--- config.mk ---
export PLATFORM = sky130hd
export DESIGN_NAME = hdfs_top
export DESIGN_NICKNAME = d
export VERILOG_FILES = /design/src/hdfs_pkg.sv /design/src/hdfs_top.sv
export SDC_FILE = /design/constraint.sdc
export NUM_CORES = 1
export LEC_CHECK = 0
export BUFFER_PORTS_ARGS = -buffer_cell sky130_fd_sc_hd__buf_2
export CORE_MARGIN = 2
export CORE_UTILIZATION = 38
export CTS_CLUSTER_SIZE = 28
export DETAILED_ROUTE_END_ITERATION = 6
export GPL_ROUTABILITY_DRIVEN = 1
export GPL_TIMING_DRIVEN = 0
export PLACE_DENSITY = 0.68
export RECOVER_POWER = 25
export SLEW_MARGIN = 40
export SYNTH_ARGS = -nofsm -noshare
export SYNTH_HDL_FRONTEND = slang
export SYNTH_SLANG_ARGS = --single-unit
--- constraint.sdc ---
create_clock -name REF_CLK -period 4.35 [get_ports REF_CLK]
set_clock_uncertainty 0.15 [all_clocks]
set_input_delay 0.6525 -clock REF_CLK [delete_from_list [all_inputs] [get_ports REF_CLK]]
set_output_delay 0.6525 -clock REF_CLK [all_outputs]
set_load 0.005 [all_outputs]
--- src/hdfs_pkg.sv ---
// Constants, register map and carrier types of the downstream port force and sense block.
package hdfs_pkg;

  localparam int HDFS_NUM_PORTS = 7;
  localparam int HDFS_CTL_PORTS = 4;
  localparam int HDFS_HI_PORTS = HDFS_NUM_PORTS - HDFS_CTL_PORTS;
  localparam int HDFS_REG_W = 8;
  localparam int HDFS_DATA_W = 32;
  localparam int HDFS_STRB_W = HDFS_DATA_W / 8;
  localparam int HDFS_ADDR_W = 12;
  localparam int HDFS_IDX_W = HDFS_ADDR_W - 2;

  // Register indices; the byte address is four times the index.
  localparam logic [HDFS_IDX_W-1:0] HDFS_IDX_SE0 = 10'h04f;
  localparam logic [HDFS_IDX_W-1:0] HDFS_IDX_DATA = 10'h050;
  localparam logic [HDFS_IDX_W-1:0] HDFS_IDX_FL_LO = 10'h051;
  localparam logic [HDFS_IDX_W-1:0] HDFS_IDX_FL_HI = 10'h052;
  localparam logic [HDFS_IDX_W-1:0] HDFS_IDX_CTL = 10'h053;

  localparam logic [HDFS_REG_W-1:0] HDFS_RST_REG = 8'h00;
  localparam logic [HDFS_NUM_PORTS-1:0] HDFS_RST_SENSE = 7'h00;
  localparam logic [2*HDFS_HI_PORTS-1:0] HDFS_RST_FL_HI = 6'h00;

  // Two-bit line control codes.
  localparam logic [1:0] HDFS_CTL_NONE = 2'h0;
  localparam logic [1:0] HDFS_CTL_DIFF1 = 2'h1;
  localparam logic [1:0] HDFS_CTL_DIFF0 = 2'h2;
  localparam logic [1:0] HDFS_CTL_SE0 = 2'h3;

  localparam logic [1:0] HDFS_RESP_OKAY = 2'h0;
  localparam logic [1:0] HDFS_RESP_SLVERR = 2'h2;

  typedef struct packed {
    logic dp_out;
    logic dp_oe_n;
    logic dm_out;
    logic dm_oe_n;
    logic edge_en;
    logic edge_ls;
  } hdfs_pin_s;

  localparam hdfs_pin_s HDFS_PIN_RST = '{dp_out: 1'b0, dp_oe_n: 1'b1, dm_out: 1'b0,
                                          dm_oe_n: 1'b1, edge_en: 1'b0, edge_ls: 1'b0};

  typedef struct packed {
    logic [1:0] resp;
    logic [HDFS_DATA_W-1:0] data;
  } hdfs_rd_s;

endpackage

--- src/hdfs_top.sv ---
// Downstream port line forcing, pin force-low and line sensing with an AXI4-Lite slave.
//
// Overview of operation
// - Control register: two bits per port 1-4.
// - Code 00 leaves port unforced, normal repeating.
// - Code 01 drives plus high, minus low.
// - Code 10 drives plus low, minus high.
// - Force-low pins bypass edge-rate shaping on ports with control code 00 and on all ports during suspend.
// - Each force-low bit pulls one pin low.
// - Force-low keeps holding pins during suspend.
// - Both force-low bits give single-ended zero.
// - First force-low register maps ports 1-4.
// - Second force-low register maps ports 5-7.
// - Data register reports differential state only.
// - During SE0, data bit keeps last value.
// - Chip and bus reset clear sense registers.
// - SE0 status bit per port, bit 7 zero.
// - Control register survives bus reset only.
// - Control forcing uses port speed edge rate.
module hdfs_top
  import hdfs_pkg::*;
(
  input wire logic REF_CLK,
  input wire logic SYS_RST,
  input wire logic USB_BUS_RST,
  input wire logic SUSPEND,
  input wire logic [HDFS_NUM_PORTS-1:0] PORT_LOW_SPEED,
  input wire logic [HDFS_NUM_PORTS-1:0] PORT_DP_IN,
  input wire logic [HDFS_NUM_PORTS-1:0] PORT_DM_IN,
  output logic [HDFS_NUM_PORTS-1:0] PORT_DP_OUT,
  output logic [HDFS_NUM_PORTS-1:0] PORT_DP_OE_N,
  output logic [HDFS_NUM_PORTS-1:0] PORT_DM_OUT,
  output logic [HDFS_NUM_PORTS-1:0] PORT_DM_OE_N,
  output logic [HDFS_NUM_PORTS-1:0] PORT_EDGE_EN,
  output logic [HDFS_NUM_PORTS-1:0] PORT_EDGE_LS,
  input wire logic [HDFS_ADDR_W-1:0] S_AXI_AWADDR,
  input wire logic [2:0] S_AXI_AWPROT,
  input wire logic S_AXI_AWVALID,
  output logic S_AXI_AWREADY,
  input wire logic [HDFS_DATA_W-1:0] S_AXI_WDATA,
  input wire logic [HDFS_STRB_W-1:0] S_AXI_WSTRB,
  input wire logic S_AXI_WVALID,
  output logic S_AXI_WREADY,
  output logic [1:0] S_AXI_BRESP,
  output logic S_AXI_BVALID,
  input wire logic S_AXI_BREADY,
  input wire logic [HDFS_ADDR_W-1:0] S_AXI_ARADDR,
  input wire logic [2:0] S_AXI_ARPROT,
  input wire logic S_AXI_ARVALID,
  output logic S_AXI_ARREADY,
  output logic [HDFS_DATA_W-1:0] S_AXI_RDATA,
  output logic [1:0] S_AXI_RRESP,
  output logic S_AXI_RVALID,
  input wire logic S_AXI_RREADY
);

  logic [HDFS_REG_W-1:0] ctl_reg;
  logic [HDFS_REG_W-1:0] fl_lo;
  logic [2*HDFS_HI_PORTS-1:0] fl_hi;
  logic [HDFS_NUM_PORTS-1:0] dp_s1;
  logic [HDFS_NUM_PORTS-1:0] dp_s2;
  logic [HDFS_NUM_PORTS-1:0] dm_s1;
  logic [HDFS_NUM_PORTS-1:0] dm_s2;
  logic [HDFS_NUM_PORTS-1:0] se0_stat;
  logic [HDFS_NUM_PORTS-1:0] diff_data;
  logic [HDFS_NUM_PORTS-1:0] is_diff;
  logic [2*HDFS_NUM_PORTS-1:0] ctl_all;
  logic [2*HDFS_NUM_PORTS-1:0] fl_all;
  logic [HDFS_ADDR_W-1:0] aw_addr;
  logic [HDFS_DATA_W-1:0] w_data;
  logic [HDFS_STRB_W-1:0] w_strb;
  logic do_write;
  logic aw_hit_ctl;
  logic aw_hit_lo;
  logic aw_hit_hi;
  logic aw_mapped;
  hdfs_rd_s rd_lookup;
  hdfs_pin_s pin_q [HDFS_NUM_PORTS];

  // Write address and data are held until both are in; the write then runs once.
  assign do_write = !S_AXI_AWREADY && !S_AXI_WREADY && !S_AXI_BVALID;
  assign aw_hit_ctl = aw_addr[HDFS_ADDR_W-1:2] == HDFS_IDX_CTL;
  assign aw_hit_lo = aw_addr[HDFS_ADDR_W-1:2] == HDFS_IDX_FL_LO;
  assign aw_hit_hi = aw_addr[HDFS_ADDR_W-1:2] == HDFS_IDX_FL_HI;
  assign aw_mapped = aw_hit_ctl || aw_hit_lo || aw_hit_hi ||
                     aw_addr[HDFS_ADDR_W-1:2] == HDFS_IDX_SE0 ||
                     aw_addr[HDFS_ADDR_W-1:2] == HDFS_IDX_DATA;

  always_ff @(posedge REF_CLK or posedge SYS_RST)
  begin
    if (SYS_RST)
    begin
      S_AXI_AWREADY <= 1'b1;
      aw_addr <= '0;
    end
    else if (S_AXI_AWVALID && S_AXI_AWREADY)
    begin
      S_AXI_AWREADY <= 1'b0;
      aw_addr <= S_AXI_AWADDR;
    end
    else if (S_AXI_BVALID && S_AXI_BREADY)
    begin
      S_AXI_AWREADY <= 1'b1;
    end
  end

  always_ff @(posedge REF_CLK or posedge SYS_RST)
  begin
    if (SYS_RST)
    begin
      S_AXI_WREADY <= 1'b1;
      w_data <= '0;
      w_strb <= '0;
    end
    else if (S_AXI_WVALID && S_AXI_WREADY)
    begin
      S_AXI_WREADY <= 1'b0;
      w_data <= S_AXI_WDATA;
      w_strb <= S_AXI_WSTRB;
    end
    else if (S_AXI_BVALID && S_AXI_BREADY)
    begin
      S_AXI_WREADY <= 1'b1;
    end
  end

  always_ff @(posedge REF_CLK or posedge SYS_RST)
  begin
    if (SYS_RST)
    begin
      S_AXI_BVALID <= 1'b0;
      S_AXI_BRESP <= HDFS_RESP_OKAY;
    end
    else if (do_write)
    begin
      S_AXI_BVALID <= 1'b1;
      S_AXI_BRESP <= aw_mapped ? HDFS_RESP_OKAY : HDFS_RESP_SLVERR;
    end
    else if (S_AXI_BREADY)
    begin
      S_AXI_BVALID <= 1'b0;
    end
  end

  // The control field is cleared only by chip reset, never by bus reset.
  always_ff @(posedge REF_CLK or posedge SYS_RST)
  begin
    if (SYS_RST)
    begin
      ctl_reg <= HDFS_RST_REG;
    end
    else if (do_write && aw_hit_ctl && w_strb[0])
    begin
      ctl_reg <= w_data[HDFS_REG_W-1:0];
    end
  end

  always_ff @(posedge REF_CLK or posedge SYS_RST)
  begin
    if (SYS_RST)
    begin
      fl_lo <= HDFS_RST_REG;
      fl_hi <= HDFS_RST_FL_HI;
    end
    else if (do_write && w_strb[0])
    begin
      if (aw_hit_lo)
      begin
        fl_lo <= w_data[HDFS_REG_W-1:0];
      end
      else if (aw_hit_hi)
      begin
        fl_hi <= w_data[2*HDFS_HI_PORTS-1:0];
      end
    end
  end

  always_comb
  begin
    rd_lookup.resp = HDFS_RESP_OKAY;
    rd_lookup.data = '0;
    if (S_AXI_ARADDR[HDFS_ADDR_W-1:2] == HDFS_IDX_SE0)
    begin
      rd_lookup.data[HDFS_NUM_PORTS-1:0] = se0_stat;
    end
    else if (S_AXI_ARADDR[HDFS_ADDR_W-1:2] == HDFS_IDX_DATA)
    begin
      rd_lookup.data[HDFS_NUM_PORTS-1:0] = diff_data;
    end
    else if (S_AXI_ARADDR[HDFS_ADDR_W-1:2] == HDFS_IDX_FL_LO)
    begin
      rd_lookup.data[HDFS_REG_W-1:0] = fl_lo;
    end
    else if (S_AXI_ARADDR[HDFS_ADDR_W-1:2] == HDFS_IDX_FL_HI)
    begin
      rd_lookup.data[2*HDFS_HI_PORTS-1:0] = fl_hi;
    end
    else if (S_AXI_ARADDR[HDFS_ADDR_W-1:2] == HDFS_IDX_CTL)
    begin
      rd_lookup.data[HDFS_REG_W-1:0] = ctl_reg;
    end
    else
    begin
      rd_lookup.resp = HDFS_RESP_SLVERR;
    end
  end

  always_ff @(posedge REF_CLK or posedge SYS_RST)
  begin
    if (SYS_RST)
    begin
      S_AXI_ARREADY <= 1'b1;
      S_AXI_RVALID <= 1'b0;
      S_AXI_RDATA <= '0;
      S_AXI_RRESP <= HDFS_RESP_OKAY;
    end
    else if (S_AXI_ARVALID && S_AXI_ARREADY)
    begin
      S_AXI_ARREADY <= 1'b0;
      S_AXI_RVALID <= 1'b1;
      S_AXI_RDATA <= rd_lookup.data;
      S_AXI_RRESP <= rd_lookup.resp;
    end
    else if (S_AXI_RVALID && S_AXI_RREADY)
    begin
      S_AXI_ARREADY <= 1'b1;
      S_AXI_RVALID <= 1'b0;
    end
  end

  // Pads are asynchronous to the core; only the second stage feeds the sense logic.
  always_ff @(posedge REF_CLK or posedge SYS_RST)
  begin
    if (SYS_RST)
    begin
      dp_s1 <= HDFS_RST_SENSE;
      dp_s2 <= HDFS_RST_SENSE;
      dm_s1 <= HDFS_RST_SENSE;
      dm_s2 <= HDFS_RST_SENSE;
    end
    else
    begin
      dp_s1 <= PORT_DP_IN;
      dm_s1 <= PORT_DM_IN;
      dp_s2 <= dp_s1;
      dm_s2 <= dm_s1;
    end
  end

  // A single-ended one is neither SE0 nor differential, so it also holds the data bit.
  assign is_diff = dp_s2 ^ dm_s2;

  always_ff @(posedge REF_CLK or posedge SYS_RST)
  begin
    if (SYS_RST)
    begin
      se0_stat <= HDFS_RST_SENSE;
      diff_data <= HDFS_RST_SENSE;
    end
    else if (USB_BUS_RST)
    begin
      se0_stat <= HDFS_RST_SENSE;
      diff_data <= HDFS_RST_SENSE;
    end
    else
    begin
      se0_stat <= ~dp_s2 & ~dm_s2;
      diff_data <= (diff_data & ~is_diff) | (dp_s2 & is_diff);
    end
  end

  assign ctl_all = {{(2*HDFS_HI_PORTS){1'b0}}, ctl_reg};
  assign fl_all = {fl_hi, fl_lo};

  genvar g;
  generate
    for (g = 0; g < HDFS_NUM_PORTS; g++)
    begin : g_port
      logic [1:0] fld;
      logic fl_dp;
      logic fl_dm;
      hdfs_pin_s next_pin;
      // Edge-rate forcing is dropped in suspend; the raw force-low pins keep holding.
      assign fld = SUSPEND ? HDFS_CTL_NONE : ctl_all[2*g+1:2*g];
      assign fl_dp = fl_all[2*g+1];
      assign fl_dm = fl_all[2*g];
      always_comb
      begin
        next_pin.dp_oe_n = !(fld != HDFS_CTL_NONE || fl_dp);
        next_pin.dm_oe_n = !(fld != HDFS_CTL_NONE || fl_dm);
        next_pin.dp_out = fld == HDFS_CTL_DIFF1 && !fl_dp;
        next_pin.dm_out = fld == HDFS_CTL_DIFF0 && !fl_dm;
        next_pin.edge_en = fld != HDFS_CTL_NONE;
        next_pin.edge_ls = PORT_LOW_SPEED[g];
      end
      always_ff @(posedge REF_CLK or posedge SYS_RST)
      begin
        if (SYS_RST)
        begin
          pin_q[g] <= HDFS_PIN_RST;
        end
        else
        begin
          pin_q[g] <= next_pin;
        end
      end
      assign PORT_DP_OUT[g] = pin_q[g].dp_out;
      assign PORT_DP_OE_N[g] = pin_q[g].dp_oe_n;
      assign PORT_DM_OUT[g] = pin_q[g].dm_out;
      assign PORT_DM_OE_N[g] = pin_q[g].dm_oe_n;
      assign PORT_EDGE_EN[g] = pin_q[g].edge_en;
      assign PORT_EDGE_LS[g] = pin_q[g].edge_ls;

    end
  endgenerate
endmodule // hdfs_top

==> flow_summary.json, run 1 <==
{
  "core_area_um2": 13200,
  "die_h_um": 120,
  "ys_types": 41,
  "synth_top_area_frac": 0.555,
  "rsz0062_at_grt": "no",
  "dieArea_um2": 14500,
  "use_met1": 0.171,
  "critical_path.top_delay_family": "simple AND/OR/NAND/NOR gates",
  "grtUsageTotal": 0.149,
  "drt_pass1_iterations": 4,
  "hold_class": "input pin to flop",
  "insertion_delay_ns": 0.41,
  "drc": 0,
  "swShare": 0.252,
  "gp_congestion": 0.803,
  "drv_cap": 1,
  "n_fill_cell": 1197,
  "violations": "capacitance limit, slew limit",
  "synth_edf_count": 0,
  "power.leakage_nw": 3.28,
  "cts_root_buf": "clkbuf_16",
  "critPathKind": "input pin to flop",
  "crit_buf_inv": 1,
  "required_ns": 4.52,
  "io_pins": 179,
  "cts_resized": 0,
  "powerDensity_nw_per_um2": 503,
  "wirelength_um": 10200,
  "drive_above_1_share": 0.459,
  "cp.arrival_ns": 2.44,
  "path_max_fanout": 8,
  "critPathLaunchType": "input pin",
  "top_usage_layer": "met2",
  "cp.depth": 5,
  "grt_overflow": 0,
  "grt_pass1_vias": 3360,
  "p_int_w": 0.00249,
  "combPwrFrac": 0.131,
  "port_buffers": 105,
  "grt_pass1_wl_um": 16400,
  "hpwl_um": 7400,
  "async_flop_share": 1.00,
  "cts_tree": "built",
  "critical_path.max_stage_delay_ns": 0.75,
  "cts_max_level": 4,
  "cts_buffer_depth": 2,
  "met3_usage": 0.0486,
  "pwr-share-seq": 0.466,
  "seqCellArea_um2": 3300,
  "hold_path_depth": 1,
  "synthFlopType": "dfrtp_1",
  "slew_headroom": -0.466,
  "ys_seq_area_frac": 0.641,
  "fmax_mhz": 440,
  "critical-path-slowest-cell": "nor4_2",
  "drt_iter0_drc": 85,
  "power.share.clock": 0.403,
  "final.setup.tns_ns": 0,
  "final-hold-violation-count": 0,
  "diodes": 0,
  "dp.cells": 700,
  "antenna_found_initial": 0,
  "vdd_ir_drop_max_mv": 0.221,
  "synth_area_leaders": "dfrtp_1, mux2_2, dfstp_2",
  "period_share": 0.523,
  "finalNetCount": 646,
  "slew_violations": 49,
  "fin_cells": 732,
  "netlist_area_um2": 5140,
  "cp_cell_sequence": "buf_2 > or4b_4 > nor4_2 > nor2_2 > a31oi_1",
  "avgSynthCellArea_um2": 13.4,
  "grt.met2_usage": 0.254,
  "yosysWarnings": 0,
  "status": "finished with violations",
  "fin_crit_ns": 2.27,
  "cts_buffers": 17,
  "finalSetupViolations": 0,
  "clkTransAtPathRegs_ns": 0.06,
  "reg2reg_depth": 5,
  "wl_per_cell_um": 14.0,
  "drtAntennaViolNets": 0,
  "regMostFlops": "aw_addr",
  "ys_seq_elements": 131,
  "clock-sinks": 131,
  "initial_core_util": 0.388,
  "fp.dieW_um": 120,
  "multi_input_area_um2": 1570,
  "syn2layout_area_growth_pct": 28.8,
  "viasPerCell": 4.46,
  "max_slew.worst_pin.slew_ns": 2.19,
  "vias": 3264,
  "worst_setup_path_end_kind": "flop",
  "syn-instance-count": 384,
  "largest_reg_flops": 10,
  "synth.largest_area_cell": "dfrtp_1",
  "rows": 42,
  "cts_hold_buf": 0,
  "cts_setup_buffers": 0,
  "power_switching_w": 0.000842,
  "grt_max_degree": 84
}
[cells in the mapped netlist, types with 2 or more instances]
| cell | instances |
|---|---|
| clkbuf_1 | 6 |
| nor3_1 | 9 |
| nor2_1 | 30 |
| buf_4 | 35 |
| a31oi_1 | 6 |
| nor2b_1 | 7 |
| nor4_4 | 2 |
| inv_1 | 27 |
| nor4b_1 | 7 |
| ha_1 | 7 |
| nand3b_2 | 2 |
| o21ai_0 | 10 |
| mux2_2 | 43 |
| or4b_4 | 2 |
| dfstp_2 | 17 |
| dfrtp_1 | 114 |
| o2bb2ai_1 | 6 |
| mux2i_1 | 10 |
| nand2_1 | 16 |
| o221a_2 | 6 |
| or3b_2 | 2 |
[placed cells by master, fill, tap and decap left out, drive strengths merged]
cell        n
nor2b       7
a21oi       1
dfrtp     114
clkinv      6
and2        1
or4b        4
inv        27
o21ai      10
dfstp      17
o2bb2ai     6
a221oi      1
nor4        4
nand3b      3
clkinvlp    5
ha          7
o221a       6
a21o        1
buf       144
nand2      16
o41ai       1
mux2i      10
nor4b       7
or3b        2
nand4       1
and3        1
a31oi       6
o31ai       1
mux2       43
nand3       1
bufinv      1
or3         1
clkbuf     26
nor3        9
nor2       31
conb       35
[metal layers]
layer | wire (um) | part of all wire
met5 | 0 | 0
met4 | 227 | 0.022
met3 | 630 | 0.061
met2 | 5240 | 0.51
met1 | 4150 | 0.40
[stage by stage]
stage | hold slack [ns] | total power (W) | worst slack (ns) | util | area [um2]
6_report | 0.191 | 0.00333 | 2.08 | 0.500 | 6620
5_1_grt | 0.177 | 0.00350 | 1.94 | 0.500 | 6620
4_1_cts | 0.0858 | 0.00337 | 1.88 | 0.500 | 6630
3_5_place_dp | 0.185 | 0.00202 | 1.46 | 0.457 | 6050
3_3_place_gp | 0.184 | 0.00198 | -1.19 | 0.454 | 6020
2_1_floorplan | 0.181 | 0.00183 | 0.0779 | - | 5270
[worst register-to-register path: stages, from the launching register on]
cell     delay [ns]
dfrtp_1        0.38
or4b_4         0.56
nor4_4         0.33
and3_2         0.23
buf_6          0.14
mux2_2         0.33
[cells by family (layout without fill, tap and decap cells)]
group | after synthesis | in the layout | share of synthesized area
other | 1 | 35 | 0.000729
AO/OA/AOI/OAI | 33 | 33 | 0.0477
AND/OR/NAND/NOR | 88 | 88 | 0.100
multiplexers | 53 | 53 | 0.114
buffers and inverters | 71 | 209 | 0.0791
adder cells (fa/ha/maj) | 7 | 7 | 0.0170
flip-flops | 131 | 131 | 0.641
[path summary, 6_finish.rpt]
check | startpoint | to | slack [ns]
worst max-delay path | S_AXI_ARADDR[10] | S_AXI_RDATA[1] | 2.08
worst min-delay path | PORT_LOW_SPEED[0] | PORT_EDGE_LS[0] | 0.19
worst max register to register | aw_addr[9] | ctl_reg[2] | 2.09
worst min register to register | dp_s1[2] | dp_s2[2] | 0.19
max in group asynchronous | SYS_RST | PORT_DM_OE_N[6] | 2.24
min in group asynchronous | SYS_RST | aw_addr[4] | 0.67
[area by class of cell]
cell class,count,share of cell area
Timing Repair Buffer,106,0.0835
Sequential cell,131,0.498
Buffer,44,0.0461
Clock buffer,20,0.0705
Inverter,27,0.0155
Multi-Input combinational cell,216,0.237
Tap cell,176,0.0332
Clock inverter,12,0.0161
[power by group through the flow]
stage                     sequential, W  combinational (W)  clock [W]
after global placement          0.00156           0.000424          0
after CTS                       0.00155           0.000445    0.00137
after floorplan                 0.00154           0.000292          0
final                           0.00155           0.000438    0.00134
after detailed placement        0.00157           0.000443          0
after global routing            0.00158           0.000488    0.00143
Power figures use the tool's default switching activity.
==> run 2: changes to the inputs <==
--- a/config.mk
+++ b/config.mk
@@ -12,7 +12,7 @@
 export DETAILED_ROUTE_END_ITERATION = 6
 export GPL_ROUTABILITY_DRIVEN = 1
 export GPL_TIMING_DRIVEN = 0
-export PLACE_DENSITY = 0.68
+export PLACE_DENSITY = 0.65
 export RECOVER_POWER = 25
 export SLEW_MARGIN = 40
 export SYNTH_ARGS = -nofsm -noshare
==> constraint.sdc (replaced) <==
create_clock -name REF_CLK -period 2.3 [get_ports REF_CLK]
set_clock_uncertainty 0.15 [all_clocks]
set_input_delay 0.345 -clock REF_CLK [delete_from_list [all_inputs] [get_ports REF_CLK]]
set_output_delay 0.345 -clock REF_CLK [all_outputs]
set_load 0.005 [all_outputs]
==> run 2 against run 1 <==
- the flow now finishes without violations
- design area is 7.0% higher
- non-clock buffer count is 34 higher
- sequential share of layout area is 3.3 points lower
- first-iteration DRC count is 11% higher
- die area stayed put
- via count is 4.1% higher
- total power is 98% higher
- combinational power is 110% higher
- clock-buffer cell count is 1 higher
- critical path type is now flop to flop
==> flow_summary.json, run 2 (synthesis results as in run 1) <==
{
  "cts_root_buf": "clkbuf_16",
  "fp.dieW_um": 120,
  "wirelength_um": 10600,
  "port_buffers": 105,
  "dieArea_um2": 14500,
  "hold_path.startpoint": "S_AXI_AWADDR[4]",
  "met3_usage": 0.0443,
  "clock-sinks": 131,
  "hold_end": "aw_addr[4]",
  "worst_setup_path_end_kind": "flop",
  "antenna_found_initial": 0,
  "reg2reg_depth": 4,
  "insertion_delay_ns": 0.40,
  "final.setup.tns_ns": 0,
  "gp_congestion": 0.806,
  "p_total_w": 0.00662,
  "syn2layout_area_growth_pct": 37.8,
  "top_usage_layer": "met2",
  "largest_reg_flops": 10,
  "path_max_fanout": 8,
  "vias": 3397,
  "layout_setup_ws_ns": 0.0731,
  "slew_violations": 0,
  "r2r_start": "S_AXI_AWREADY",
  "drt_iter0_drc": 94,
  "critical_path.max_stage_delay_ns": 0.55,
  "mostFrequentLayoutCell": "dfrtp_1",
  "cts_max_level": 4,
  "power.share.clock": 0.419,
  "die_h_um": 120,
  "viasPerCell": 4.43,
  "hold_ws_ns": 0.0204,
  "grt_pass1_vias": 3459,
  "layout_common_cells": "dfrtp_1, buf_2, mux2_2, buf_4, conb_1",
  "initial_core_util": 0.388,
  "drive_above_1_share": 0.437,
  "drc": 0,
  "cts_tree": "built",
  "diodes": 0,
  "core_area_um2": 13200,
  "post-place-ws_ns": -0.222,
  "required_ns": 2.44,
  "vdd_ir_drop_max_mv": 0.488,
  "drv_cap": 0,
  "power_switching_w": 0.00159,
  "grt_pass1_wl_um": 16800,
  "cp_cell_sequence": "or4b_4 > nor4_4 > and3_4 > mux2_2",
  "combPwrFrac": 0.137,
  "io_pins": 179,
  "swShare": 0.240,
  "fmax_mhz": 449,
  "clkTransAtPathRegs_ns": 0.05,
  "finalNetCount": 680,
  "grt.met2_usage": 0.267,
  "critical-path-slowest-cell": "or4b_4",
  "power.leakage_nw": 3.47,
  "finalSetupViolations": 0,
  "slew_headroom": 0.378,
  "p_int_w": 0.00503,
  "grt_max_degree": 28,
  "critPathKind": "flop to flop",
  "status": "completed",
  "drt_pass1_iterations": 4,
  "hpwl_um": 7770,
  "r2r_setup_slack_ns": 0.07,
  "cts_buffer_depth": 2,
  "cts_buffers": 17,
  "powerDensity_nw_per_um2": 934,
  "max_slew.worst_pin.slew_ns": 0.929,
  "use_met1": 0.179,
  "final-hold-violation-count": 0,
  "hold_class": "input pin to flop",
  "grt_overflow": 0,
  "grtUsageTotal": 0.154,
  "seqCellArea_um2": 3300,
  "wl_per_cell_um": 13.8,
  "pwr-share-seq": 0.444,
  "drtAntennaViolNets": 0,
  "rr_endpoint": "ctl_reg[5]",
  "cp.arrival_ns": 2.36,
  "rows": 42,
  "hold_path_depth": 2,
  "period_share": 0.968,
  "n_fill_cell": 1155,
  "fin_crit_ns": 2.23,
  "critPathLaunchType": "flop",
  "multi_input_area_um2": 1590,
  "regMostFlops": "aw_addr"
}
-- run 2: worst max-delay path, delay by kind of cell, from the launching register on --
family / cells / cell delay [ns]
flops: 1 / 0.39
simple gates: 3 / 1.21
mux: 1 / 0.36
-- run 2: worst max path at each step --
| stage | startpoint | to | slack (ns) | depth (start not counted) |
|---|---|---|---|---|
| 6_report | S_AXI_AWREADY | ctl_reg[5] | 0.07 | 4 |
| 5_1_grt | S_AXI_AWREADY | fl_hi[1] | -0.001 | 5 |
| 4_1_cts | aw_addr[9] | ctl_reg[5] | 0.02 | 5 |
| 3_5_place_dp | S_AXI_ARADDR[10] | S_AXI_RDATA[0] | -0.22 | 5 |
| 3_3_place_gp | SYS_RST | dp_s1[4] | -0.53 | 2 |
| 2_1_floorplan | aw_addr[9] | ctl_reg[0] | 0.15 | 5 |
-- run 2: power by group through the flow --
stage	combinational (W)	sequential [W]	clock [W]
final	0.000906	0.00294	0.00277
after global routing	0.00101	0.00298	0.00297
after CTS	0.000913	0.00294	0.00283
after detailed placement	0.000865	0.00298	0
after global placement	0.000802	0.00296	0
after floorplan	0.000553	0.00291	0
-- run 2: layout make-up --
class,instances,area share
sequential,131,0.466
timing repair buffer,141,0.135
tap,176,0.0311
inverter,27,0.0145
clock buffer,21,0.0678
multi-input combinational,216,0.224
clock inverter,11,0.0212
buffer,43,0.0415
-- run 2: metrics by stage --
step | cell area [um2] | util | instances
floorplan | 5280 | - | 418
global placement | 6020 | 0.455 | 699
detailed placement | 6140 | 0.464 | 704
CTS | 7070 | 0.534 | 766
global route | 7090 | 0.535 | 766
finish | 7090 | 0.535 | 766
-- run 2: repair_timing --
action,4_1_cts,5_1_grt
hold endpoints to repair,46,0
setup endpoints to repair,0,9
hold buffers,30,0
setup buffers,0,1
resized for setup,0,2
-- run 2: metal layers --
layer / share of wire / up-vias
li1: - / 1628
met2: 0.52 / 106
met1: 0.41 / 1650
met4: 0.014 / 0
met5: 0 / -
met3: 0.051 / 13
